File: config.mk
export PLATFORM = sky130hd
export DESIGN_NAME = isp_audio_slave
export DESIGN_NICKNAME = d
export VERILOG_FILES = /design/src/isp_pkg.sv /design/src/isp_edge_sync.sv /design/src/isp_audio_slave.sv
export SDC_FILE = /design/constraint.sdc
export NUM_CORES = 1
export LEC_CHECK = 0
export ABC_AREA = 1
export ABC_CLOCK_PERIOD_IN_PS = 2600
export BUFFER_PORTS_ARGS = -buffer_cell sky130_fd_sc_hd__buf_2
export CAP_MARGIN = 40
export CORE_AREA = 3 3 126 153
export DETAILED_ROUTE_END_ITERATION = 7
export DIE_AREA = 0 0 129 156
export PLACE_DENSITY = 0.62
export SYNTH_ARGS = -nofsm -noshare
export SYNTH_HDL_FRONTEND = slang
export SYNTH_SLANG_ARGS = --single-unit
File: constraint.sdc
create_clock -name mclk -period 2.6 [get_ports mclk]
set_input_delay 0.13 -clock mclk [delete_from_list [all_inputs] [get_ports mclk]]
set_output_delay 0.13 -clock mclk [all_outputs]
set_load 0.05 [all_outputs]
File: src/isp_pkg.sv
// isp_pkg: constants for the slave audio serial port
// assumes a 25 MHz system clock; all link timing is counted in its cycles
package isp_pkg;

  // system clock period in ns
  localparam int CLK_NS = 40;

  // format select: normal framing codes and their range
  localparam logic [3:0] FMT_FIRST = 4'h2;
  localparam logic [3:0] FMT_LAST  = 4'hd;

  // sample rate codes 0..8
  localparam logic [3:0] RATE_LAST = 4'h8;

  // frame layout: 32 bit clocks, two 16-bit slots
  localparam int SLOT_BITS  = 16;
  localparam int FRAME_BITS = 32;

  // least bit clock period per rate code, in ns (256 kHz .. 1536 kHz)
  localparam int BCLK_MIN_NS [0:8] = '{3906, 2834, 2604, 1953, 1417, 1302, 977, 709, 651};

  // least word alignment period per rate code, in ns (8 kHz .. 48 kHz)
  localparam int WS_MIN_NS [0:8] = '{125000, 90700, 83330, 62500, 45350, 41670, 31250,
                                     22680, 20830};

  // period counter width, enough for the longest least frame period
  localparam int CNT_W = 12;
  localparam logic [CNT_W-1:0] CNT_MAX = 12'hfff;

  // least time to whole cycles, rounded up, never below one
  function automatic logic [CNT_W-1:0] ns_to_cyc(input int ns);
    int c;
    c = (ns + CLK_NS - 1) / CLK_NS;
    if (c < 1) begin
      c = 1;
    end
    return c[CNT_W-1:0];
  endfunction

endpackage

File: src/isp_edge_sync.sv
// isp_edge_sync: two-flop synchroniser with edge detection for one pin
// assumes din is asynchronous to mclk; rise/fall are one-cycle pulses
`timescale 1ns/1ns
`default_nettype none
module isp_edge_sync (
  input  wire logic mclk,
  input  wire logic nrst,
  input  wire logic din,
  output logic      level,
  output logic      rise,
  output logic      fall
);

  logic meta;
  logic stable;
  logic prev;
  logic [2:0] fill;

  // first stage feeds only the second stage
  always_ff @(posedge mclk or negedge nrst) begin
    if (!nrst) begin
      meta   <= 1'b0;
      stable <= 1'b0;
      prev   <= 1'b0;
      fill   <= 3'b000;
    end else begin
      fill   <= {fill[1:0], 1'b1};
      meta   <= din;
      stable <= meta;
      prev   <= stable;
    end
  end

  // edges seen on the settled level only; masked until prev holds a real
  // pin sample, since a pin idling high would otherwise fake a rise after reset
  assign level = stable;
  assign rise  = stable & ~prev & fill[2];
  assign fall  = ~stable & prev & fill[2];

endmodule
`default_nettype wire

File: src/isp_audio_slave.sv
// isp_audio_slave: slave audio serial port, normal framing, external bit clock
// assumes the master drives bit clock and word select; all pins are sampled by mclk
//
// Functional notes
// - even format codes launch transmit bits on the bit clock falling edge.
// - odd format codes launch transmit bits on the bit clock rising edge.
// - even format codes sample receive bits on the bit clock rising edge.
// - odd format codes sample receive bits on the bit clock falling edge.
`timescale 1ns/1ns
`default_nettype none
module isp_audio_slave
  import isp_pkg::*;
(
  input  wire logic        mclk,
  input  wire logic        nrst,
  input  wire logic        bitClk,
  input  wire logic        wordSel,
  input  wire logic        rxPin,
  input  wire logic [3:0]  formatCode,
  input  wire logic [3:0]  rateCode,
  input  wire logic [15:0] txLeft,
  input  wire logic [15:0] txRight,
  output logic             txPin,
  output logic             txTake,
  output logic [15:0]      rxLeft,
  output logic [15:0]      rxRight,
  output logic             rxValid,
  output logic             bclkFast,
  output logic             frameFast
);

  logic            bclkLevel;
  logic            bclkRise;
  logic            bclkFall;
  logic            wsLevel;
  logic            rxLevel;
  logic [15:0]     rxShift;
  logic [15:0]     txShift;
  logic [15:0]     txHold;
  logic            wsLast;
  logic [CNT_W-1:0] bclkCnt;
  logic [CNT_W-1:0] wsCnt;

  // all three pins cross into the mclk domain here
  isp_edge_sync u_bclk (
    .mclk  (mclk),
    .nrst  (nrst),
    .din   (bitClk),
    .level (bclkLevel),
    .rise  (bclkRise),
    .fall  (bclkFall)
  );

  // word select and data share the bit clock's delay, so they line up with its edges
  isp_edge_sync u_ws (
    .mclk  (mclk),
    .nrst  (nrst),
    .din   (wordSel),
    .level (wsLevel),
    .rise  (),
    .fall  ()
  );

  isp_edge_sync u_rx (
    .mclk  (mclk),
    .nrst  (nrst),
    .din   (rxPin),
    .level (rxLevel),
    .rise  (),
    .fall  ()
  );

  // format decode; codes outside the normal range leave the port idle except the bit clock watch, bclkFast
  wire fmtValid  = (formatCode >= FMT_FIRST) && (formatCode <= FMT_LAST);
  wire fmtOdd    = formatCode[0];
  wire rateValid = rateCode <= RATE_LAST;

  wire launchEdge = fmtValid & (fmtOdd ? bclkRise : bclkFall);

  wire sampleEdge = fmtValid & (fmtOdd ? bclkFall : bclkRise);

  // select change marks the slot's last bit; old select names the channel
  wire wsChange   = sampleEdge & (wsLevel != wsLast);
  wire leftDone   = wsChange & ~wsLast;
  wire rightDone  = wsChange & wsLast;
  wire [15:0] rxWord = {rxShift[14:0], rxLevel};

  // per-rate least periods in mclk cycles
  wire [3:0]       rateIdx  = rateValid ? rateCode : 4'h0;
  wire [CNT_W-1:0] bclkMin  = ns_to_cyc(BCLK_MIN_NS[rateIdx]);
  wire [CNT_W-1:0] wsMin    = ns_to_cyc(WS_MIN_NS[rateIdx]);
  // counts include the current cycle and saturate at CNT_MAX, so a stopped clock never wraps
  wire [CNT_W-1:0] bclkSeen = (bclkCnt == CNT_MAX) ? CNT_MAX : bclkCnt + 12'h001;
  wire [CNT_W-1:0] wsSeen   = (wsCnt == CNT_MAX) ? CNT_MAX : wsCnt + 12'h001;
  wire             frameEdge = leftDone;

  // receive shifter, one bit per sampling edge
  always_ff @(posedge mclk or negedge nrst) begin
    if (!nrst) begin
      rxShift <= 16'h0000;
      wsLast  <= 1'b0;
    end else if (sampleEdge) begin
      rxShift <= rxWord;
      wsLast  <= wsLevel;
    end
  end

  // completed slots, left first, frame valid after right
  always_ff @(posedge mclk or negedge nrst) begin
    if (!nrst) begin
      rxLeft  <= 16'h0000;
      rxRight <= 16'h0000;
      rxValid <= 1'b0;
    end else begin
      rxValid <= rightDone;
      if (leftDone) begin
        rxLeft <= rxWord;
      end
      if (rightDone) begin
        rxRight <= rxWord;
      end
    end
  end

  // load msb for the next launch, right word held for the whole frame
  always_ff @(posedge mclk or negedge nrst) begin
    if (!nrst) begin
      txShift <= 16'h0000;
      txHold  <= 16'h0000;
      txTake  <= 1'b0;
    end else begin
      txTake <= rightDone;
      if (rightDone) begin
        txShift <= txLeft;
        txHold  <= txRight;
      end else if (leftDone) begin
        txShift <= txHold;
      end else if (launchEdge) begin
        txShift <= {txShift[14:0], 1'b0};
      end
    end
  end

  // pin changes only on the launch edge, and is forced low while the format code is outside the normal range
  always_ff @(posedge mclk or negedge nrst) begin
    if (!nrst) begin
      txPin <= 1'b0;
    end else if (!fmtValid) begin
      txPin <= 1'b0;
    end else if (launchEdge) begin
      txPin <= txShift[15];
    end
  end

  // bit clock period watch, measured rise to rise
  always_ff @(posedge mclk or negedge nrst) begin
    if (!nrst) begin
      bclkCnt  <= 12'h000;
      bclkFast <= 1'b0;
    end else if (bclkRise) begin
      bclkCnt  <= 12'h000;
      bclkFast <= rateValid & (bclkSeen < bclkMin);
    end else begin
      bclkCnt  <= bclkSeen;
    end
  end

  // frame period watch, measured between left slot ends
  always_ff @(posedge mclk or negedge nrst) begin
    if (!nrst) begin
      wsCnt     <= 12'h000;
      frameFast <= 1'b0;
    end else if (frameEdge) begin
      wsCnt     <= 12'h000;
      frameFast <= rateValid & (wsSeen < wsMin);
    end else begin
      wsCnt     <= wsSeen;
    end
  end

endmodule
`default_nettype wire

; ---- After elaboration in Yosys (flattened, before gate mapping)
; Memory sizes are Yosys's and may differ from the RTL's.
; Index checks and enable logic that the tools add are counted.
; W data, S select, Z words.
[word_totals]
register_bits = 118
rom_bits = 1024
inputBits = 45
wordCells = 77
mem_count = 2
[mem_list]
columns = memory, words, width, read_ports, rd_ports_with_merged_regs, wr, line_no
row1 = (no name shown), 16, 32, 1, 0, 0, isp_audio_slave.sv:91  ; wire [CNT_W-1:0] wsMin = ns_to_cyc(WS_MIN_NS[rateIdx]);
row2 = (no name shown), 16, 32, 1, 0, 0, isp_audio_slave.sv:90  ; wire [CNT_W-1:0] bclkMin = ns_to_cyc(BCLK_MIN_NS[rateIdx]);
[classes]
addsub = 6
n_div = 2
magnitude_cmp = 8
n_eq_ne = 4
mux = 18
n_bitwise = 15
reduce_logical = 2
[op_table]
columns = operator, n
row1 = $mux W32, 4
row2 = $mux W12, 6
row3 = $add A32 B7 Y32 const B, 2
row4 = $div A32 B7 Y32 const B, 2
row5 = $lt A32 B2 Y1 const B, 2
row6 = $sub A32 B2 Y32 const B, 2
row7 = $mux W16, 3
row8 = $add A12 B1 Y12 const B, 2
row9 = $eq A12 B12 Y1 const B, 2
row10 = $lt A12 B12 Y1, 2
row11 = $and A1 B1 Y1, 11
row12 = $le A4 B4 Y1 const B, 2
row13 = $ge A5 B5 Y1 const B, 1
row14 = $not A4 Y5, 1
row15 = $ge A4 B2 Y1 const B, 1
row16 = $mux W1, 4
row17 = $mux W4, 1
row18 = $not A1 Y1, 3
row19 = $reduce_bool A3 Y1, 1
row20 = $ne A2 B1 Y1 const B, 1
row21 = $logic_and A1 B1 Y1, 1
row22 = $ne A1 B1 Y1, 1

; ---- Longest topological paths before layout
; Gate-level depths: netlist of run 1.
[depth]
depth_word = 13
ltp_mapped = 63
mapped_depth_nobuf = 63

; ---- Cells and area by module
; From an unflattened synthesis of run 1, not the netlist that was laid out.
[hier_totals]
cells_unflattened = 1118
hier_area_um2 = 8187.9
[modules_own_cells]
columns = module, instances, cells_each, area_each_um2
row1 = isp_audio_slave, 1, 1085, 7681.1
row2 = isp_edge_sync, 3, 11, 168.9

; ---- Worst setup path after synthesis of run 1
; OpenSTA, ideal clock, no wires.
[synth_timing]
kind = input -> register
startpoint = input port rateCode[1]
endpoint = register frameFast
arrival_ns = 5.101
required_time_ns = 2.482
path_slack_ns = -2.619
cell_stages = 53
n_path_buf = 0
path_cell_list = inv_1 > nor2_1 > inv_2 > ha_1 > nand2_1 > nand2_1 > nor2_4 > inv_2 > nand2_2 > nand3_2 > nand2_2 > nand2_2 > nand2_1 > nand3_2 > nand2_2 > nand2_1 > nand2_1 > nand2_1 > [17 not listed] > nand2_4 > nand3_4 > nand2_1 > nand3_2 > a21oi_1 > nand2_2 > nand2_1 > nand3_1 > nor2_1 > nand3_1 > nand2_1 > nand2_1 > nand2_1 > nand2_1 > nand2_1 > nand2_1 > nand2_1 > nand2_1
[synth_between]
elab_chain_len = 13
[synth_lines]
columns = item, line_no
row1 = from (decl), isp_audio_slave.sv:20  ; input wire logic [3:0] rateCode,
row2 = $le A4 B4 Y1, isp_audio_slave.sv:76  ; wire rateValid = rateCode <= RATE_LAST;
row3 = $mux W4, isp_audio_slave.sv:89  ; wire [3:0] rateIdx = rateValid ? rateCode : 4'h0;
row4 = $not A4 Y5 (implied by the code), isp_audio_slave.sv:91
row5 = $mem_v2 Z16 W32, --
row6 = $mux W32 (implied by the code) (2 in a row), isp_audio_slave.sv:91
row7 = $add A32 B7 Y32, isp_pkg.sv:33  ; c = (ns + CLK_NS - 1) / CLK_NS;
row8 = $sub A32 B2 Y32, isp_pkg.sv:33
row9 = $div A32 B7 Y32, isp_pkg.sv:33
row10 = $lt A32 B2 Y1, isp_pkg.sv:34  ; if (c < 1) begin
row11 = $mux W12, isp_pkg.sv:34
row12 = $lt A12 B12 Y1, isp_audio_slave.sv:175  ; frameFast <= rateValid & (wsSeen < wsMin);
row13 = $and A1 B1 Y1 (*), isp_audio_slave.sv:175
row14 = to (signal assigned), isp_audio_slave.sv:175
row15 = to (decl), isp_audio_slave.sv:29  ; output logic frameFast
; Mark *: on every way between the ends. The rest lies on a longest branch, timed or not. The select of a mux whose other input is x is not followed.
; A chain may end at the register's enable or synchronous reset.

; ---- Worst setup path in the final report of run 1
[layout_timing]
startpoint = input port rateCode[3]
endpoint = register frameFast
; Same word-level chain as after synthesis.

==> results of run 1 <==
-- worst min-delay path, cell delays in order --
cell and delay [ns]:
buf_2 0.08, o211ai_1 0.09, o21ai_0 0.09
-- kinds of logic (layout without fill, tap and decap cells) --
group | after synthesis | in the layout | synth area share [%]
and+or+nand+nor | 575 | 575 | 32.7
AOI/OAI and AO/OA | 189 | 189 | 13.4
buffers and inverters | 175 | 492 | 8.42
DFF | 118 | 118 | 36.8
xor gates and xnor gates | 35 | 35 | 3.82
adders and majority gates | 31 | 31 | 4.83
other | 1 | 2 | 0.0467
-- layout make-up --
| type | count | area share [%] |
|---|---|---|
| Clock buffer | 21 | 3.89 |
| Clock inverter | 10 | 0.713 |
| Inverter | 145 | 4.85 |
| Multi-Input combinational cell | 832 | 42.5 |
| Sequential cell | 118 | 25.5 |
| Tap cell | 224 | 2.42 |
| Timing Repair Buffer | 316 | 20.1 |
-- synth_stat cells (6+ instances only) --
master / instances / area (sq um)
nor2_1: 57 / 214
inv_1: 124 / 465
dfrtp_1: 118 / 2950
a21o_1: 14 / 105
nand3_1: 72 / 360
clkbuf_1: 25 / 93.8
nand3_2: 10 / 100
nand2_2: 24 / 150
o21ai_1: 6 / 30.0
nor2_4: 7 / 78.8
nor3_1: 8 / 40.0
inv_2: 16 / 60.1
xnor2_1: 8 / 70.1
nand4_1: 20 / 125
a21oi_1: 45 / 225
nand3b_1: 6 / 45.0
nand2_1: 351 / 1320
a31oi_1: 16 / 100
o211ai_1: 8 / 60.1
xor2_1: 27 / 236
ha_1: 31 / 388
o21ai_0: 88 / 440
-- per-layer routing --
metal	global-route usage [%]	up-vias
met5	0	-
met4	5.15	0
met3	3.84	25
met2	39.4	133
met1	26.6	3889
li1	-	4241
-- worst min path at each step --
stage,end,cells after the start
floorplan,bclkCnt[0],0
global placement,txHold[9],1
detailed placement,txHold[9],1
CTS,txShift[15],3
global route,txShift[15],3
finish,txShift[15],3
-- stage by stage --
stage	utilization (%)	area (sq um)	instances	setup TNS, ns
after floorplan	-	8140	1125	-4.40
after global placement	55.9	10000	1574	-5.53
after detailed placement	55.9	10000	1574	-5.68
after CTS	63.2	11400	1657	-4.59
after global routing	64.4	11600	1666	-5.67
final	64.4	11600	1666	-4.84
-- power groups by stage --
stage | logic [W] | registers [W] | clock network, W
5_1_grt | 0.0110 | 0.00276 | 0.00223
6_report | 0.00990 | 0.00269 | 0.00209
3_5_place_dp | 0.00859 | 0.00271 | 0
2_1_floorplan | 0.00534 | 0.00336 | 0
3_3_place_gp | 0.00849 | 0.00269 | 0
4_1_cts | 0.00959 | 0.00269 | 0.00215
-- state kept, by name, indices dropped and copies added (netlist names) --
signal and cells:
u_ws.meta 1, u_bclk.fill 3, txTake 1, bclkCnt 12, bclkFast 1, txHold 16, u_rx.meta 1, txPin 1
frameFast 1, rxShift 15, rxLeft 16, wsLast 1, rxRight 16, u_bclk.level 1, wsCnt 12, txShift 16
u_ws.level 1, u_rx.level 1, u_bclk.prev 1, u_bclk.meta 1
-- repair_timing --
item	in CTS	in global routing
gates resized for setup	80	48
setup endpoints to repair	2	2
buffers inserted	30	9
pin swaps	89	42
hold buffers	22	0
hold endpoints to repair	75	0
==> flow_metrics.tcl, run 1 <==
set metrics [dict create \
    wl_mm 21.0 \
    drt_iter0_markers 392 \
    syn-cell-area_sq_um 8020 \
    dr.pass1.iters 5 \
    hold_ws_ns 0.0242 \
    grt_pass1_wl_mm 36.6 \
    status "finished, violations left" \
    routed-via-count 8288 \
    rr_worst_depth 17 \
    cts_max_level 4 \
    critPathSlowestCell "ha_4" \
    path_delay_family "simple AND/OR/NAND/NOR gates" \
    clockRootBuffer "clkbuf_16" \
    r2r-end "frameFast" \
    clk_path_buf_depth 2 \
    highest_layer "met4" \
    multiInputGateArea_sq_um 4920 \
    p_sw_w 0.00680 \
    final_common_cell "nand2_1" \
    cts_sinks 118 \
    fin_ws_ns -2.54 \
    maxSlewViolCount 0 \
    dp_hpwl_mm 14.9 \
    hold_start "txLeft[15]" \
    final_cell_mix "300 x nand2_1, 204 x buf_4, 118 x dfrtp_1" \
    avgRoutedWirePerCell_um 12.6 \
    layout-drive-gt1-share_pct 35.2 \
    endpoint "frameFast" \
    synth-edff-count 0 \
    wl_met1_mm 9.21 \
    r2r_setup_slack_ns -0.37 \
    arrival_ns 5.43 \
    finalNetCount 1506 \
    powerDensity_nw_per_um2 1270 \
    place.gp.congestion 0.922 \
    dieHeight_um 156 \
    cp.depth 53 \
    core-area_sq_um 18000 \
    max_cap_viol_count 0 \
    routed-wl-met2_mm 10.8 \
    die-area_sq_um 20100 \
    grt_pass1_vias 8269 \
    viasPerCell 4.97 \
    reg2reg_from "wsCnt[1]" \
    worstSetupStartpointType "input pin" \
    cts.reportedPaths.clkPinSlew_ns 0.06 \
    n_antenna_cell 0 \
    power_w 0.0147 \
    p_leak_nw 6.31 \
    internal-power_w 0.00788 \
    track_usage_pct 21.7 \
    switching_share_pct 46.3 \
    worst_path_most_repeated_cell "nand2_2" \
    seqCellArea_sq_um 2950 \
    crit_fanout 7 \
    portBuffers 81 \
    netlist_instances 1124 \
    fin_crit_sh_pct 198 \
    drcViolationCount 0 \
    row_count 54 \
    tightest_slew_ns 0.726 \
    fmax_ghz 0.194 \
    pwr-share-comb_pct 67.4 \
    setup_violations 2 \
    clk_latency_ns 0.40 \
    critPathKind "input pin to flip-flop" \
    syn_avg_cell_area_sq_um 7.14 \
    hp-class "input pin to flip-flop" \
    clkPwrFrac_pct 14.3 \
    crit_path_start "rateCode[3]" \
    power_frac_seq_pct 18.3 \
    rsz0062_at_grt "yes" \
    end_kind "flip-flop" \
    synth_seq_cells 118 \
    post-place-ws_ns -2.95 \
    fin_skew_ns 0.00965 \
    ys.flop_type "dfrtp_1" \
    finalHoldViolCount 0 \
    peakVddDrop_uv 942 \
    routed-wl-met3_um 762 \
    period_minus_slack_ns 5.14 \
    final_antenna_net_count 0 \
    yosys_warnings 0 \
    antenna_found_initial 0 \
    die_w_um 129 \
    violations "negative setup slack" \
    critPathRequiredTime_ns 2.89 \
    fillCellCount 1581 \
    overflow 0 \
    initial_utilization_pct 44.6 \
    worst-path-buf-inv 7 \
    numCtsBuffers 17 \
    slew_headroom_pct 51.6 \
    async_flop_share_pct 100 \
    ios 82 \
    synth_cell_types 47 \
    cts_tree "yes" \
    grt_max_degree 79 \
    syn2layout_area_growth_pct 44.3 \
    synth_seq_area_share_pct 36.8 \
    max_stage_delay_ns 0.24 \
]
No activity file was read; power rests on OpenSTA's default activity.
==> run 2: changes to the inputs <==
--- a/config.mk
+++ b/config.mk
@@ -6,13 +6,13 @@
 export NUM_CORES = 1
 export LEC_CHECK = 0
 export ABC_AREA = 1
-export ABC_CLOCK_PERIOD_IN_PS = 2600
 export BUFFER_PORTS_ARGS = -buffer_cell sky130_fd_sc_hd__buf_2
 export CAP_MARGIN = 40
-export CORE_AREA = 3 3 126 153
+export CORE_AREA = 3 3 128 154
 export DETAILED_ROUTE_END_ITERATION = 7
-export DIE_AREA = 0 0 129 156
+export DIE_AREA = 0 0 131 157
 export PLACE_DENSITY = 0.62
 export SYNTH_ARGS = -nofsm -noshare
 export SYNTH_HDL_FRONTEND = slang
+export SYNTH_HIERARCHICAL = 1
 export SYNTH_SLANG_ARGS = --single-unit
==> run 2 against run 1 <==
  * The run still ends with negative setup slack left
  * Synthesized area down 0.92%
  * Total power down 3.6%
  * Sequential power down 1%
  * Die area up 2.2%
  * Clock power up 23%
  * Register-to-register slack better by 0.11 ns
  * Critical path type unchanged
  * Critical endpoint unchanged
==> flow_metrics.tcl, run 2 <==
set metrics [dict create \
    overflow 0 \
    worst_path_most_repeated_cell "nand2_1" \
    critPathRequiredTime_ns 2.90 \
    antenna_found_initial 0 \
    fin_ws_ns -2.53 \
    final_antenna_net_count 0 \
    grt_pass1_wl_mm 35.1 \
    netlist_instances 1100 \
    rr_worst_depth 22 \
    layout-drive-gt1-share_pct 33.8 \
    end_kind "flip-flop" \
    setup_tns_ns -4.60 \
    maxSlewViolCount 0 \
    clk_latency_ns 0.41 \
    status "finished, violations left" \
    final_common_cell "nand2_1" \
    clk_path_buf_depth 2 \
    critPathSlowestCell "o211ai_4" \
    r2r-end "frameFast" \
    drcViolationCount 0 \
    crit_fanout 7 \
    final_cell_mix "244 x nand2_1, 199 x buf_4, 148 x inv_1" \
    peakVddDrop_uv 909 \
    mappedNetlistNets 1176 \
    finalNetCount 1479 \
    syn2layout_area_growth_pct 44.2 \
    n_antenna_cell 0 \
    cts_sinks 118 \
    max_stage_delay_ns 0.28 \
    syn_avg_cell_area_sq_um 7.23 \
    cp.depth 54 \
    die-area_sq_um 20600 \
    dp_hpwl_mm 14.7 \
    track_usage_pct 20.7 \
    max_cap_viol_count 0 \
    reg2reg_from "wsCnt[0]" \
    fin_crit_sh_pct 197 \
    cts.reportedPaths.clkPinSlew_ns 0.05 \
    setup_violations 2 \
    crit_path_start "rateCode[0]" \
    place.gp.congestion 0.877 \
    rsz0062_at_grt "yes" \
    hold_ws_ns 0.0149 \
    grt_max_degree 64 \
    cts_tree "yes" \
    grt_pass1_vias 7917 \
    cts_max_level 4 \
    arrival_ns 5.43 \
    numCtsBuffers 17 \
    endpoint "frameFast" \
    r2r_setup_slack_ns -0.26 \
    core-area_sq_um 18300 \
    finalHoldViolCount 0 \
    p_leak_nw 6.21 \
    routed-via-count 8031 \
    violations "negative setup slack" \
    path_delay_family "simple AND/OR/NAND/NOR gates" \
    dr.pass1.iters 5 \
    worst-path-buf-inv 13 \
    portBuffers 81 \
    period_minus_slack_ns 5.13 \
    avgRoutedWirePerCell_um 12.7 \
    clockRootBuffer "clkbuf_16" \
    fmax_ghz 0.195 \
    ios 82 \
    drt_iter0_markers 344 \
    worstSetupStartpointType "input pin" \
    yosys_warnings 6 \
    initial_utilization_pct 43.4 \
    critPathKind "input pin to flip-flop" \
    die_w_um 131 \
    viasPerCell 4.82 \
    row_count 54 \
    wl_mm 21.2 \
    hp-class "input pin to flip-flop" \
    fin_skew_ns 0.00775 \
    syn-cell-area_sq_um 7950 \
    dieHeight_um 157 \
    powerDensity_nw_per_um2 1230 \
]
run 2: cell types whose count changed in the layout (fill, tap and decap cells not counted), moves of 9 or more:
cell / delta
nand2_4: +9
nand2_2: -24
a21oi_1: -12
o21ai_0: +16
a21o_1: -14
nand2_1: -56
o22ai_1: +11
nor2_1: +37
inv_1: +34
a31oi_1: -15
or2_2: +15
run 2: repair_timing:
item                                    4_1_cts  5_1_grt
gates resized for setup                      14       81
endpoints found under the hold margin        60        0
hold buffers                                 29        0
endpoints found under the setup margin        2       19
pin swaps                                    14       53
setup buffers                                 7       21
run 2: cell type report:
type / count / area (sq um)
tap: 252 / 315
sequential: 118 / 2950
clock inverter: 8 / 170
timing repair buffer: 311 / 2240
multi-input combinational: 778 / 4620
fill: 1571 / 6850
inverter: 177 / 684
clock buffer: 23 / 478
run 2: where the power goes:
| group | leakage [nW] | switching, W | internal (W) |
|---|---|---|---|
| registers | 1.51 | 0.000261 | 0.00239 |
| logic | 4.39 | 0.00516 | 0.00376 |
| clock network | 0.309 | 0.000804 | 0.00177 |
run 2: how the worst min path moves through the flow:
stage | startpoint | end | slack (ns) | cells past startpoint
CTS | txLeft[8] | txShift[8] | 0.003 | 3
finish | txLeft[8] | txShift[8] | 0.01 | 3
global route | txLeft[6] | txShift[6] | 0.03 | 3
global placement | nrst | txHold[8] | 0.10 | 1
floorplan | nrst | bclkCnt[0] | -0.17 | 0
detailed placement | nrst | txHold[8] | 0.10 | 1
run 2: routing by layer:
| layer | up-vias | part of all wire [%] | GRT usage (%) |
|---|---|---|---|
| met4 | 0 | 1.9 | 7.30 |
| met5 | - | 0 | 0 |
| li1 | 4130 | - | - |
| met3 | 35 | 3.6 | 4.21 |
| met2 | 134 | 52 | 37.0 |
| met1 | 3732 | 43 | 24.6 |
run 2: per-stage QoR:
step	setup WS, ns	cell area [sq um]	instances	utilization [%]	total power (W)
2_1_floorplan	-2.36	8010	1100	-	0.00794
3_3_place_gp	-2.68	9920	1579	54.2	0.0103
3_5_place_dp	-2.85	9920	1579	54.2	0.0104
4_1_cts	-2.28	11000	1646	60.0	0.0133
5_1_grt	-3.00	11500	1667	62.6	0.0153
6_report	-2.53	11500	1667	62.6	0.0142
run 2: worst register-to-register path, stage by stage, from the launching register on:
cell and delay [ns]:
dfrtp_1 0.35, ha_1 0.17, nand2_1 0.07, nor2_1 0.09, inv_1 0.06, nor2_1 0.12
inv_1 0.07, nor4_1 0.17, buf_4 0.16, inv_1 0.04, nor2_1 0.11, nand2_1 0.08
inv_1 0.07, a21oi_1 0.04, o21ai_0 0.14, ha_1 0.30, nand2_1 0.06, inv_1 0.03
o21ai_0 0.14, nand3_1 0.09, a211oi_1 0.29, nand2_1 0.09, nand2_1 0.06
